$ cat src/verilog/tmr_pkg.sv
// package: register map, field positions and constants of the 8-bit timer core
`default_nettype none
package tmr_pkg;
   localparam logic [2:0] ADDR_CTRL_A   = 3'h0;
   localparam logic [2:0] ADDR_CTRL_B   = 3'h1;
   localparam logic [2:0] ADDR_COUNT    = 3'h2;
   localparam logic [2:0] ADDR_CMP_A    = 3'h3;
   localparam logic [2:0] ADDR_CMP_B    = 3'h4;
   localparam logic [2:0] ADDR_MASK     = 3'h5;
   localparam logic [2:0] ADDR_FLAG     = 3'h6;
   // control_reg_a fields
   localparam int         CA_WGM_LO     = 0;
   localparam int         CA_COMB_LO    = 4;
   localparam int         CA_COMA_LO    = 6;
   // control_reg_b fields
   localparam int         CB_CS_LO      = 0;
   localparam int         CB_WGM_HI     = 3;
   localparam int         CB_FOCB       = 6;
   localparam int         CB_FOCA       = 7;
   // flag and mask bit positions
   localparam int         FL_OVF        = 0;
   localparam int         FL_CMPA       = 1;
   localparam int         FL_CMPB       = 2;
   localparam logic [7:0] RESET_VAL     = 8'h00;
   localparam logic [7:0] CNT_BOTTOM    = 8'h00;
   localparam logic [7:0] CNT_MAX       = 8'hFF;
   localparam logic [7:0] CNT_ONE       = 8'h01;
   localparam logic [2:0] CS_STOP       = 3'h0;
   localparam logic [2:0] CS_DIV1       = 3'h1;
   localparam logic [2:0] CS_DIV8       = 3'h2;
   localparam logic [2:0] CS_DIV64      = 3'h3;
   localparam logic [2:0] CS_DIV256     = 3'h4;
   localparam logic [2:0] CS_DIV1024    = 3'h5;
   localparam logic [2:0] CS_EXT_FALL   = 3'h6;
   localparam logic [2:0] CS_EXT_RISE   = 3'h7;
   localparam int         PRESC_W       = 10;
   typedef enum logic [2:0] {
      TMR_NORMAL, TMR_PC_MAX, TMR_CTC, TMR_FAST_MAX,
      TMR_RSV4, TMR_PC_OCRA, TMR_RSV6, TMR_FAST_OCRA
   } tmr_mode_e;
endpackage : tmr_pkg
`default_nettype wire

$ cat src/verilog/tmr_core.sv
// 8-bit timer/counter core with two compare units and register port
`default_nettype none
module tmr_core
   import tmr_pkg::*;
(
   input  wire logic       mclk,
   input  wire logic       rstn,
   input  wire logic [2:0] addr,
   input  wire logic [7:0] wdata,
   input  wire logic       wr_stb,
   input  wire logic       rd_stb,
   output logic      [7:0] rdata,
   input  wire logic       ext_count_pin,
   input  wire logic [2:0] irq_ack,
   output logic      [2:0] irq_req,
   output logic            compare_out_a,
   output logic            compare_out_b
);
   logic [7:0]         count_value;
   logic [7:0]         control_reg_a;
   logic [7:0]         control_reg_b;
   logic [7:0]         compare_value_a;
   logic [7:0]         compare_value_b;
   logic [7:0]         cmp_buf_a;
   logic [7:0]         cmp_buf_b;
   logic [2:0]         timer_mask_reg;
   logic [2:0]         timer_flag_reg;
   logic [PRESC_W-1:0] presc;
   logic               ext_s1, ext_s2, ext_s3;
   logic               timer_clock;
   logic               count_down;
   logic               block_match;
   logic [1:0]         match_q;
   tmr_mode_e          mode;
   logic [2:0]         clock_select;
   logic               pwm_mode, phase_mode;
   logic [7:0]         top_val;
   logic               at_top, at_bottom;
   logic [1:0]         match_now;
   logic [7:0]         next_count;
   logic               next_down;
   logic               upd_point;
   logic               cnt_wr;
   logic [2:0]         flag_clr;

   // clear-on-write-one plus service acknowledge
   function automatic logic [2:0] flag_clear(input logic wr, input logic [7:0] d, input logic [2:0] ack);
      flag_clear = ack | ({3{wr}} & d[2:0]);
   endfunction : flag_clear

   assign mode         = tmr_mode_e'({control_reg_b[CB_WGM_HI], control_reg_a[CA_WGM_LO +: 2]});
   assign clock_select = control_reg_b[CB_CS_LO +: 3];
   assign pwm_mode     = (mode != TMR_NORMAL) && (mode != TMR_CTC);
   assign phase_mode   = (mode == TMR_PC_MAX) || (mode == TMR_PC_OCRA);
   assign top_val      = (mode == TMR_CTC || mode == TMR_PC_OCRA || mode == TMR_FAST_OCRA)
                         ? compare_value_a : CNT_MAX;
   assign at_top       = (count_value == top_val);
   assign at_bottom    = (count_value == CNT_BOTTOM);
   assign cnt_wr       = wr_stb && (addr == ADDR_COUNT);
   assign flag_clr     = flag_clear(wr_stb && addr == ADDR_FLAG, wdata, irq_ack);
   assign match_now[0] = (count_value == compare_value_a);
   assign match_now[1] = (count_value == compare_value_b);

   // free prescaler; divided ticks act as one-cycle enables
   always_ff @(posedge mclk or negedge rstn) begin
      if (!rstn) begin
         presc <= '0;
      end else if (clock_select == CS_STOP) begin
         presc <= '0;
      end else begin
         presc <= presc + 1'b1;
      end
   end

   // external pin passes two flops before the edge detector reads it
   always_ff @(posedge mclk or negedge rstn) begin
      if (!rstn) begin
         ext_s1 <= 1'b0;
         ext_s2 <= 1'b0;
         ext_s3 <= 1'b0;
      end else begin
         ext_s1 <= ext_count_pin;
         ext_s2 <= ext_s1;
         ext_s3 <= ext_s2;
      end
   end

   always_comb begin
      case (clock_select)
         CS_STOP:     timer_clock = 1'b0;
         CS_DIV1:     timer_clock = 1'b1;
         CS_DIV8:     timer_clock = (presc[2:0] == 3'h7);
         CS_DIV64:    timer_clock = (presc[5:0] == 6'h3F);
         CS_DIV256:   timer_clock = (presc[7:0] == 8'hFF);
         CS_DIV1024:  timer_clock = (presc == 10'h3FF);
         CS_EXT_FALL: timer_clock = ext_s3 && !ext_s2;
         CS_EXT_RISE: timer_clock = !ext_s3 && ext_s2;
         default:     timer_clock = 1'b0;
      endcase
   end

   // next counter value and direction for one timer clock
   always_comb begin
      next_count = count_value;
      next_down  = count_down;
      case (mode)
         TMR_NORMAL: next_count = count_value + CNT_ONE;
         TMR_CTC, TMR_FAST_MAX, TMR_FAST_OCRA: begin
            if (at_top) begin
               next_count = CNT_BOTTOM;
            end else begin
               next_count = count_value + CNT_ONE;
            end
         end
         TMR_PC_MAX, TMR_PC_OCRA: begin
            if (at_top) begin
               next_down = 1'b1;
            end else if (at_bottom) begin
               next_down = 1'b0;
            end
            next_count = next_down ? count_value - CNT_ONE : count_value + CNT_ONE;
         end
         default: next_count = count_value + CNT_ONE;
      endcase
   end

   // cpu write wins over a same-cycle count or clear
   always_ff @(posedge mclk or negedge rstn) begin
      if (!rstn) begin
         count_value <= RESET_VAL;
         count_down  <= 1'b0;
      end else if (cnt_wr) begin
         count_value <= wdata;
      end else if (timer_clock) begin
         count_value <= next_count;
         count_down  <= next_down;
      end
   end

   // a counter write blocks compare matches through the next timer clock
   always_ff @(posedge mclk or negedge rstn) begin
      if (!rstn) begin
         block_match <= 1'b0;
      end else if (cnt_wr) begin
         block_match <= 1'b1;
      end else if (timer_clock) begin
         block_match <= 1'b0;
      end
   end

   // match latched on one timer clock, flagged on the next
   always_ff @(posedge mclk or negedge rstn) begin
      if (!rstn) begin
         match_q <= 2'b00;
      end else if (timer_clock) begin
         match_q <= block_match ? 2'b00 : match_now;
      end
   end

   // pwm compare values reload at top (fast) or bottom (phase)
   assign upd_point = timer_clock && (phase_mode ? at_bottom : at_top);

   always_ff @(posedge mclk or negedge rstn) begin
      if (!rstn) begin
         cmp_buf_a       <= RESET_VAL;
         cmp_buf_b       <= RESET_VAL;
         compare_value_a <= RESET_VAL;
         compare_value_b <= RESET_VAL;
      end else begin
         if (wr_stb && addr == ADDR_CMP_A) begin
            cmp_buf_a <= wdata;
         end
         if (wr_stb && addr == ADDR_CMP_B) begin
            cmp_buf_b <= wdata;
         end
         // non-pwm modes write straight through, no double buffering
         if (!pwm_mode) begin
            if (wr_stb && addr == ADDR_CMP_A) begin
               compare_value_a <= wdata;
            end
            if (wr_stb && addr == ADDR_CMP_B) begin
               compare_value_b <= wdata;
            end
         end else if (upd_point) begin
            compare_value_a <= cmp_buf_a;
            compare_value_b <= cmp_buf_b;
         end
      end
   end

   // control registers; force bits are strobes and read back zero
   always_ff @(posedge mclk or negedge rstn) begin
      if (!rstn) begin
         control_reg_a  <= RESET_VAL;
         control_reg_b  <= RESET_VAL;
         timer_mask_reg <= 3'h0;
      end else begin
         control_reg_b[CB_FOCB] <= 1'b0;
         control_reg_b[CB_FOCA] <= 1'b0;
         if (wr_stb && addr == ADDR_CTRL_A) begin
            control_reg_a <= wdata;
         end
         if (wr_stb && addr == ADDR_CTRL_B) begin
            control_reg_b <= wdata;
         end
         if (wr_stb && addr == ADDR_MASK) begin
            timer_mask_reg <= wdata[2:0];
         end
      end
   end

   // flags: hardware set beats any same-cycle clear
   always_ff @(posedge mclk or negedge rstn) begin
      if (!rstn) begin
         timer_flag_reg <= 3'h0;
      end else begin
         timer_flag_reg[FL_OVF]  <= (timer_clock && (pwm_mode ? (phase_mode ? at_bottom : at_top)
                                                   : (mode == TMR_NORMAL && count_value == CNT_MAX)))
                                  || (timer_flag_reg[FL_OVF] && !flag_clr[FL_OVF]);
         timer_flag_reg[FL_CMPA] <= (timer_clock && match_q[0])
                                  || (timer_flag_reg[FL_CMPA] && !flag_clr[FL_CMPA]);
         timer_flag_reg[FL_CMPB] <= (timer_clock && match_q[1])
                                  || (timer_flag_reg[FL_CMPB] && !flag_clr[FL_CMPB]);
      end
   end

   always_ff @(posedge mclk or negedge rstn) begin
      if (!rstn) begin
         irq_req <= 3'h0;
      end else begin
         irq_req <= timer_flag_reg & timer_mask_reg;
      end
   end

   // waveform outputs: com 01 toggle, 10 clear, 11 set on match (non-pwm);
   // pwm modes: non-inverted clears on match; only fast pwm also sets at bottom
   generate
      for (genvar u = 0; u < 2; u++) begin : g_wave
         logic [1:0] com;
         logic       force_s;
         logic       wave;
         assign com     = (u == 0) ? control_reg_a[CA_COMA_LO +: 2] : control_reg_a[CA_COMB_LO +: 2];
         assign force_s = (u == 0) ? control_reg_b[CB_FOCA] : control_reg_b[CB_FOCB];
         always_ff @(posedge mclk or negedge rstn) begin
            if (!rstn) begin
               wave <= 1'b0;
            end else if (!pwm_mode) begin
               if ((timer_clock && match_q[u]) || force_s) begin
                  case (com)
                     2'h1:    wave <= !wave;
                     2'h2:    wave <= 1'b0;
                     2'h3:    wave <= 1'b1;
                     default: wave <= wave;
                  endcase
               end
            end else if (com[1] && timer_clock) begin
               if (match_q[u]) begin
                  wave <= com[0];
               end else if (!phase_mode && at_bottom) begin
                  wave <= !com[0];
               end
            end
         end
         if (u == 0) begin : g_a
            assign compare_out_a = wave;
         end else begin : g_b
            assign compare_out_b = wave;
         end
      end
   endgenerate

   // read data valid the cycle after the read strobe only
   always_ff @(posedge mclk or negedge rstn) begin
      if (!rstn) begin
         rdata <= 8'h00;
      end else if (rd_stb) begin
         case (addr)
            ADDR_CTRL_A: rdata <= control_reg_a;
            ADDR_CTRL_B: rdata <= {2'b00, control_reg_b[5:0]};
            ADDR_COUNT:  rdata <= count_value;
            ADDR_CMP_A:  rdata <= cmp_buf_a;
            ADDR_CMP_B:  rdata <= cmp_buf_b;
            ADDR_MASK:   rdata <= {5'h00, timer_mask_reg};
            ADDR_FLAG:   rdata <= {5'h00, timer_flag_reg};
            default:     rdata <= 8'h00;
         endcase
      end else begin
         rdata <= 8'h00;
      end
   end
endmodule : tmr_core
`default_nettype wire

$ cat config.mk
export PLATFORM = sky130hd
export DESIGN_NAME = tmr_core
export DESIGN_NICKNAME = d
export VERILOG_FILES = /design/src/verilog/tmr_pkg.sv /design/src/verilog/tmr_core.sv
export SDC_FILE = /design/constraint.sdc
export NUM_CORES = 1
export LEC_CHECK = 0
export ABC_AREA = 0
export CORE_MARGIN = 3
export CORE_UTILIZATION = 40
export CTS_BUF_LIST = sky130_fd_sc_hd__clkbuf_4
export CTS_CLUSTER_DIAMETER = 40
export CTS_CLUSTER_SIZE = 10
export DETAILED_ROUTE_END_ITERATION = 6
export DONT_BUFFER_PORTS = 1
export GPL_TIMING_DRIVEN = 0
export PLACE_DENSITY = 0.65
export SLEW_MARGIN = 20
export SYNTH_ARGS = -nofsm -noshare
export SYNTH_HDL_FRONTEND = slang
export SYNTH_SLANG_ARGS = --single-unit
export TNS_END_PERCENT = 10
$ cat constraint.sdc
create_clock -name mclk -period 2.8 [get_ports mclk]
set_input_delay 0.14 -clock mclk [delete_from_list [all_inputs] [get_ports mclk]]
set_output_delay 0.14 -clock mclk [all_outputs]
set_load 0.005 [all_outputs]
==> results.yml, run 1 <==
synth:
  synth_xor_area_share_pct: 2.73
  syn_area_um2: 5140
  syn_avg_cell_area_um2: 9.77
  synth_cell_types: 69
  syn_nets: 550
  syn_inst: 526
  postSynth.topFlopCell: "dfrtp_1"
  seq_area_frac_synth_pct: 44.8
  async_reset_ff_share_pct: 100
  synth_fa_ha_area_share_pct: 1.22
  synth_mux_area_share_pct: 9.05
  synth_edf_count: 0
  synth_top_family_by_area: "compound AO/OA/AOI/OAI gates"
  synth_simple_gate_area_share_pct: 17.8
  synth_compound_area_share_pct: 20.4
  yosysWarnings: 0
  ys_seq_elements: 92
routing:
  drt_pass1_iterations: 7
  wl_mm: 14.8
  drc: 0
  wire_per_inst_um: 20.3
  drtIter0Drc: 465
  ant_nets: 0
  route.vias.total: 4380
  vias_per_cell: 5.99
layout:
  largest_reg_flops: 10
  finalInstanceArea_um2: 5770
  fin_util_pct: 47.1
  drive_above_1_share_pct: 17.4
  syn2layout_area_growth_pct: 12.2
  layout.nets: 577
  largest_register: "presc"
  instances_no_fill: 731
floorplan:
  placementRows: 40
  fp.dieH_um: 119
  die-area_um2: 14200
  io_pins: 32
  initial_core_util_pct: 41.9
  core_um2: 12300
  die_width_um: 119
sta:
  setup_ws_ns: 0.0149
  rsz0062_at_grt: "yes"
  period_share_pct: 99.5
  totalNegativeSetupSlack_ns: 0
  setup_viol_count_final: 0
  clock_skew_ns: 0.0270
  relSlewSlack_pct: 32.0
  hold_viol_final: 0
  worst_pin_slew_ns: 1.01
  slew_viol_final: 0
  min_period_ns: 2.79
  fmax_mhz: 359
clock_network:
  cts_tree: "done"
  clk_pin_slew_ns: 0.14
  htree_num_levels: 3
  cts.root.buffer_cell: "clkbuf_4"
  clk_path_buf_depth: 2
  clkLatencyLatePin_ns: 0.47
  cts_num_sinks: 92
  numCtsBuffers: 9
global_route:
  grt.overflow.total: 0
  antenna_found_initial: 5
  grt_pass1_wl_mm: 23.6
  grt_pass1_vias: 4295
  grt_max_degree: 93
  grtUsageTotal_pct: 21.2
outcome:
  status: "finished, final reports clean"
critical_path:
  critPathMaxFanout: 8
  worstPathArrival_ns: 3.13
  cp_cell_sequence: "buf_4 -> inv_4 -> ha_2 -> or3b_4 -> o31a_1 -> a41oi_2 -> a32oi_4 -> nand3_4 -> o22ai_1 -> a211o_1"
  crit_family: "compound AO/OA/AOI/OAI gates"
  worst-path-buf-inv: 2
  crit_path_top_delay_cell: "dfrtp_1"
  cp.required_ns: 3.15
  worstSetupEndpointType: "flip-flop"
  worstSetupPathType: "flip-flop to flip-flop"
  worstSetupStartpointType: "flip-flop"
  cpPeakStageDelay_ns: 0.42
power_and_ir_drop:
  irDropWorstVdd_v: 0.000456
  powerDensity_nw_per_um2: 782
  p_leak_nw: 2.29
place:
  post-place-ws_ns: -0.355
  portBuffers: 0
  dp_hpwl_mm: 10.4
  gp_congestion: 0.927
  place_area_um2: 5360
  dp.cells: 694
min_path:
  holdCritPathClass: "input pin to flip-flop"
run:
  maxCapViolCount: 0
## final timing paths
| path | from | to | slack [ns] | cells after the start |
|---|---|---|---|---|
| hold reg to reg | ext_s1 | ext_s2 | 0.36 | 0 |
| hold / removal | irq_ack[0] | timer_flag_reg[0] | 0.05 | 4 |
| setup / recovery | count_value[0] | count_value[7] | 0.01 | 10 |
| max in group asynchronous | rstn | count_value[1] | 2.18 | 2 |
| setup reg to reg | count_value[0] | count_value[7] | 0.01 | 10 |
| min in group asynchronous | rstn | timer_mask_reg[0] | 0.25 | 2 |
## cell usage in the layout (no fill, tap or decap), types with 11 or more instances in the layout
cell type      count
nor2_1            46
dfrtp_1           91
dlygate4sd3_1     12
nand2_1           37
clkbuf_4          11
mux2_2            34
o21ai_0           16
clkbuf_1          19
inv_1             13
a21oi_1           36
nand3_1           19
## cells by family after synthesis
kind of cell             after synthesis
AO/OA/AOI/OAI                        144
AND/OR/NAND/NOR                      178
flip-flops                            92
buffers and inverters                 50
XOR/XNOR                              16
adder cells (fa/ha/maj)                5
multiplexers                          41
## layout make-up
cell class / count / area, um^2
Sequential cell: 92 / 2300
Fill cell: 1153 / 6490
Multi-Input combinational cell: 384 / 2710
Clock buffer: 11 / 82.6
Clock inverter: 5 / 60.1
Inverter: 15 / 58.8
Antenna cell: 5 / 12.5
Timing Repair Buffer: 17 / 178
Buffer: 34 / 154
Tap cell: 168 / 210
## routing by layer
layer	up-vias	global-route usage, %	part of all wire [%]
li1	2009	-	-
met1	2155	29.9	44
met2	190	32.6	46
met3	24	4.70	7.5
met4	2	6.94	1.7
met5	-	0	0.088
## power breakdown
part           switching (W)  internal, W  total [W]
clock network       0.000479     0.000296   0.000775
logic               0.000999     0.000707    0.00171
registers           0.000366      0.00167    0.00203
## repair_timing
| item | in CTS | in global routing |
|---|---|---|
| endpoints found under the setup margin | 26 | 25 |
| setup buffers | 2 | 2 |
| gates resized for setup | 10 | 14 |
| hold endpoints to repair | 138 | 1 |
| pin swaps | 2 | 6 |
| hold buffers | 12 | 1 |
## synth_stat cells, types with 2 or more instances
cell type  number  area [um^2]
dfrtp_1        92         2300
nand2b_1       10         62.6
o31ai_1         5         37.5
nand3_1        19         95.1
o22ai_1        10         62.6
ha_1            5         62.6
o32a_1          8         80.1
a31oi_1         8         50.1
a21oi_1        36          180
or2_2           5         31.3
xor2_1         10         87.6
nor3b_1         3         22.5
a211o_1         2         17.5
o2111a_1        2         22.5
nand4_1         7         43.8
a221oi_1        2         17.5
a222oi_1        2         20.0
buf_1           5         18.8
o211ai_1        5         37.5
xnor2_1         6         52.6
nand4b_1        3         26.3
a32o_1          2         20.0
clkbuf_1       20         75.1
buf_2           8         40.0
a211oi_1        3         22.5
and3_1          5         31.3
a22oi_1        10         75.1
nand2_1        37          139
and2_1          7         43.8
nor2b_1         9         56.3
nor3_1         11         55.1
o21ai_0        17         85.1
o2111ai_1       2         17.5
inv_1          15         56.3
a311oi_1        3         26.3
o21a_1          8         60.1
or3_1           4         25.0
mux2_2         34          383
nor2_1         47          176
nor4_1          2         12.5
a32oi_1         4         35.0
mux2i_1         6         60.1
## tightest hold or removal path, delay by kind of cell
kind,cells,cell delay (ns)
and+or+nand+nor,2,0.17
AOI/OAI and AO/OA,2,0.18
## per-stage QoR
step / power, W / hold slack [ns]
5_1_grt: 0.00481 / 0.0548
3_3_place_gp: 0.00354 / -0.153
3_5_place_dp: 0.00359 / -0.153
4_1_cts: 0.00444 / 0.00243
2_1_floorplan: 0.00312 / -0.156
6_report: 0.00451 / 0.0526
No activity file was read; power rests on OpenSTA's default activity.
==> inputs of run 2 (changes only) <==
PLACE_DENSITY = 0.63   (was 0.65)
REMOVE_ABC_BUFFERS = 1   (was default)
clock period = 3.6 ns   (was 2.8 ns; I/O delays follow)
==> run 2 against run 1 <==
  * Sequential share of layout area rose by 0.78 points
  * Largest cell class unchanged
  * Die area did not move
  * Power is 22% lower
  * Core utilization decreased by 0.93 points
  * Routed wire length shrank 3.2%
==> results.yml, run 2 (synthesis gave the netlist of run 1 again) <==
global_route:
  grtUsageTotal_pct: 20.8
  grt_pass1_vias: 4056
  grt_max_degree: 93
  antenna_found_initial: 1
  grt.overflow.total: 0
  grt_pass1_wl_mm: 23.2
routing:
  drt_pass1_iterations: 5
  ant_nets: 0
  drtIter0Drc: 377
  wl_mm: 14.3
  vias_per_cell: 6.01
  drc: 0
  route.vias.total: 4199
  wire_per_inst_um: 20.5
place:
  portBuffers: 0
  gp_congestion: 0.867
  dp_hpwl_mm: 9.66
floorplan:
  io_pins: 32
  initial_core_util_pct: 41.9
  die_width_um: 119
  fp.dieH_um: 119
  die-area_um2: 14200
  placementRows: 40
  core_um2: 12300
sta:
  slew_viol_final: 0
  clock_skew_ns: 0.0257
  totalNegativeSetupSlack_ns: 0
  setup_viol_count_final: 0
  fmax_mhz: 309
  relSlewSlack_pct: 38.1
  min_period_ns: 3.23
  period_share_pct: 89.8
  rsz0062_at_grt: "no"
  fin_hold_ws_ns: 0.0121
  worst_pin_slew_ns: 0.926
  hold_viol_final: 0
critical_path:
  worstSetupPathType: "flip-flop to flip-flop"
  worstSetupStartpointType: "flip-flop"
  crit_path_top_delay_cell: "dfrtp_1"
  critPathMaxFanout: 8
  critPathLaunch: "count_value[0]"
  cpPeakStageDelay_ns: 0.54
  cp_cell_sequence: "inv_1 -> ha_1 -> or3b_2 -> or2_2 -> o21ai_0 -> a32oi_4 -> nand3_4 -> o22ai_1 -> a211o_1"
  worstPathArrival_ns: 3.60
  reg2reg_from: "count_value[0]"
  worstSetupEndpointType: "flip-flop"
  cp.required_ns: 3.97
layout:
  fillCellCount: 1170
  final_cell_mix: "dfrtp_1 (92), nor2_1 (46), nand2_1 (37)"
  drive_above_1_share_pct: 13.8
  layout.nets: 549
  multiInputGateArea_um2: 2650
  largest_register: "presc"
  final_common_cell: "dfrtp_1"
  fin_util_pct: 46.1
  largest_reg_flops: 10
  final-seq-area_um2: 2300
  syn2layout_area_growth_pct: 10.0
clock_network:
  cts_num_sinks: 92
  cts_tree: "done"
  htree_num_levels: 3
  cts.root.buffer_cell: "clkbuf_4"
  clk_pin_slew_ns: 0.16
  clk_path_buf_depth: 2
  clkLatencyLatePin_ns: 0.47
  numCtsBuffers: 9
power_and_ir_drop:
  powerDensity_nw_per_um2: 621
  irDropWorstVdd_v: 0.000300
  p_leak_nw: 2.27
min_path:
  holdCritPathClass: "input pin to flip-flop"
  hp-start: "wdata[0]"
run:
  maxCapViolCount: 0
outcome:
  status: "finished, final reports clean"
==> run 2: through the flow <==
step	std cells	total power (W)	area (um^2)	setup slack, ns
floorplan	491	0.00237	4990	0.991
global placement	659	0.00268	5200	0.469
detailed placement	660	0.00271	5220	0.499
CTS	698	0.00351	5650	0.442
global route	699	0.00373	5660	0.272
finish	699	0.00351	5660	0.368
==> run 2: where the power goes <==
part	total, W	switching (W)	internal (W)	leakage (nW)
Clock	0.000740	0.000383	0.000356	0.101
Combinational	0.00108	0.000584	0.000495	1.03
Sequential	0.00169	0.000397	0.00129	1.14
Total	0.00351	0.00136	0.00215	2.27
==> run 2: final timing paths <==
check,slack (ns),depth (start not counted),end
setup / recovery,0.37,9,count_value[7]
hold / removal,0.01,2,compare_value_a[0]
setup reg to reg,0.37,9,count_value[7]
hold reg to reg,0.37,0,ext_s2
max in group asynchronous,2.95,2,timer_mask_reg[0]
min in group asynchronous,0.24,2,count_down
==> run 2: timing repair <==
| action | 4_1_cts | 5_1_grt |
|---|---|---|
| hold endpoints to repair | 157 | 0 |
| gates resized for setup | 0 | 0 |
| buffers inserted | 0 | 0 |
| hold buffers | 22 | 0 |
==> run 2: routing by layer <==
layer,wire [um],up-vias,share of wire (%),global-route usage (%)
met5,0,-,0,0
met4,370,0,2.6,7.52
met3,1250,34,8.7,4.75
met2,6380,200,44,30.7
met1,6340,2017,44,29.9
li1,-,1948,-,-
==> run 2: critical path: cells and delay by family, from the launching register on <==
| family | cells | cell delay [ns] |
|---|---|---|
| flip-flops | 1 | 0.54 |
| AND/OR/NAND/NOR | 3 | 1.08 |
| AO/OA/AOI/OAI | 4 | 1.00 |
| buffers and inverters | 1 | 0.27 |
| adder cells (fa/ha/maj) | 1 | 0.24 |
==> run 2: area by class of cell <==
| type | instances | area share [%] |
|---|---|---|
| multi-input combinational | 384 | 46.9 |
| sequential | 92 | 40.7 |
| timing repair buffer | 23 | 4.34 |
| tap | 168 | 3.72 |
| clock inverter | 7 | 2.15 |
| clock buffer | 9 | 1.19 |
| inverter | 15 | 0.996 |
| antenna | 1 | 0.0442 |
==> inputs of run 3 (changes only) <==
clock period = 3.75 ns   (was 3.6 ns; I/O delays follow)
==> run 3 against run 2 <==
  * Highest routed layer unchanged
  * Clock power fell by 4.2%
  * Critical path depth did not move
  * First-iteration DRC count fell by 7.7%
  * Clock skew rose by 0.0029 ns
  * Largest power group unchanged
  * Fmax rose by 0.19%
  * Critical path type unchanged
  * Critical endpoint unchanged
  * Final cell count fell by 0.72%
==> results.yml, run 3 (synthesis gave the netlist of run 1 again) <==
routing:
  drc: 0
  route.vias.total: 4230
  ant_nets: 0
  dr_wl_met2_mm: 6.38
  top_layer_used: "met4"
  wire_per_inst_um: 20.7
  wl_met1_mm: 6.37
  dr_wl_met3_mm: 1.17
  drtIter0Drc: 348
  drt_pass1_iterations: 5
  vias_per_cell: 6.10
  wl_mm: 14.3
global_route:
  grt.overflow.total: 0
  grtUsageTotal_pct: 20.8
  grt_max_degree: 93
  grt_pass1_wl_mm: 23.2
  antenna_found_initial: 0
  grt_pass1_vias: 4034
critical_path:
  cp.required_ns: 4.12
  r2r_slack_ns: 0.52
  worstSetupStartpointType: "flip-flop"
  worstSetupEndpointType: "flip-flop"
  worstSetupPathType: "flip-flop to flip-flop"
  critPathMaxFanout: 8
  worstPathArrival_ns: 3.59
  ff2ff_path_depth: 9
place:
  portBuffers: 0
  dp_hpwl_mm: 9.66
  gp_congestion: 0.867
  post-place-ws_ns: 0.649
clock_network:
  cts_num_sinks: 92
  cts_tree: "done"
  numCtsBuffers: 9
  htree_num_levels: 3
  clk_path_buf_depth: 2
  holdBufCountCts: 18
  cts_resized: 0
  clkLatencyLatePin_ns: 0.47
  clk_pin_slew_ns: 0.17
  post-cts-setup-buffers: 0
  cts.root.buffer_cell: "clkbuf_4"
min_path:
  holdCritPathClass: "input pin to flip-flop"
  holdPathStages: 2
layout:
  layout.nets: 545
  final_cell_mix: "dfrtp_1 (92), nor2_1 (46), nand2_1 (37)"
  final_common_cell: "dfrtp_1"
  largest_reg_flops: 10
  antenna_cells: 0
  drive_above_1_share_pct: 13.9
  syn2layout_area_growth_pct: 9.17
  largest_register: "presc"
sta:
  rsz0062_at_grt: "no"
  worst_pin_slew_ns: 0.920
  clock_skew_ns: 0.0286
  fmax_mhz: 310
  relSlewSlack_pct: 38.4
  setup_ws_ns: 0.524
  totalNegativeSetupSlack_ns: 0
  hold_viol_final: 0
  period_share_pct: 86.0
  min_period_ns: 3.23
  slew_viol_final: 0
  fin_hold_ws_ns: 0.0165
  setup_viol_count_final: 0
floorplan:
  initial_core_util_pct: 41.9
  die_width_um: 119
  die-area_um2: 14200
  placementRows: 40
  fp.dieH_um: 119
  core_um2: 12300
  io_pins: 32
power_and_ir_drop:
  powerDensity_nw_per_um2: 599
  p_leak_nw: 2.25
  irDropWorstVdd_v: 0.000288
  p_total_w: 0.00336
outcome:
  status: "finished, final reports clean"
run:
  maxCapViolCount: 0
[run 3: cell types whose count changed in the layout (fill, tap and decap cells not counted), sizes merged]
cell / previous run / this run
diode: 1 / 0
dlygate4sd3: 21 / 17
[run 3: cell type report]
| class | instances | area [um^2] |
|---|---|---|
| fill | 1173 | 6650 |
| multi-input combinational | 384 | 2650 |
| sequential | 92 | 2300 |
| tap | 168 | 210 |
| timing repair buffer | 19 | 205 |
| clock inverter | 7 | 121 |
| clock buffer | 9 | 67.6 |
| inverter | 15 | 56.3 |
[run 3: report_power, final]
group | internal, W | total, W | switching (W)
Clock | 0.000342 | 0.000709 | 0.000367
Combinational | 0.000469 | 0.00103 | 0.000557
Sequential | 0.00124 | 0.00163 | 0.000383
Total | 0.00205 | 0.00336 | 0.00131
[run 3: final timing paths]
| path | from | end |
|---|---|---|
| min in group asynchronous | rstn | count_value[3] |
| worst min-delay path | addr[1] | control_reg_a[6] |
| worst max register to register | count_value[0] | count_value[7] |
| max in group asynchronous | rstn | timer_mask_reg[0] |
| worst max-delay path | count_value[0] | count_value[7] |
| worst min register to register | ext_s1 | ext_s2 |
[run 3: metal layers]
metal,global-route usage [%],vias up
li1,-,1932
met1,29.7,2082
met2,30.6,182
met3,5.18,34
met4,7.52,0
met5,0,-
[run 3: worst max-delay path, cell delays in order (launching register included)]
cell and delay [ns]:
dfrtp_1 0.54, inv_1 0.27, ha_1 0.23, or3b_2 0.52, or2_2 0.38, o21ai_0 0.40
a32oi_4 0.18, nand3_4 0.18, o22ai_1 0.10, a211o_1 0.32
[run 3: per-stage QoR]
stage | util, % | area [um^2] | cells
after detailed placement | 42.6 | 5220 | 660
after floorplan | - | 4990 | 491
final | 45.8 | 5610 | 694
after CTS | 45.7 | 5610 | 694
after global routing | 45.8 | 5610 | 694
after global placement | 42.4 | 5200 | 659
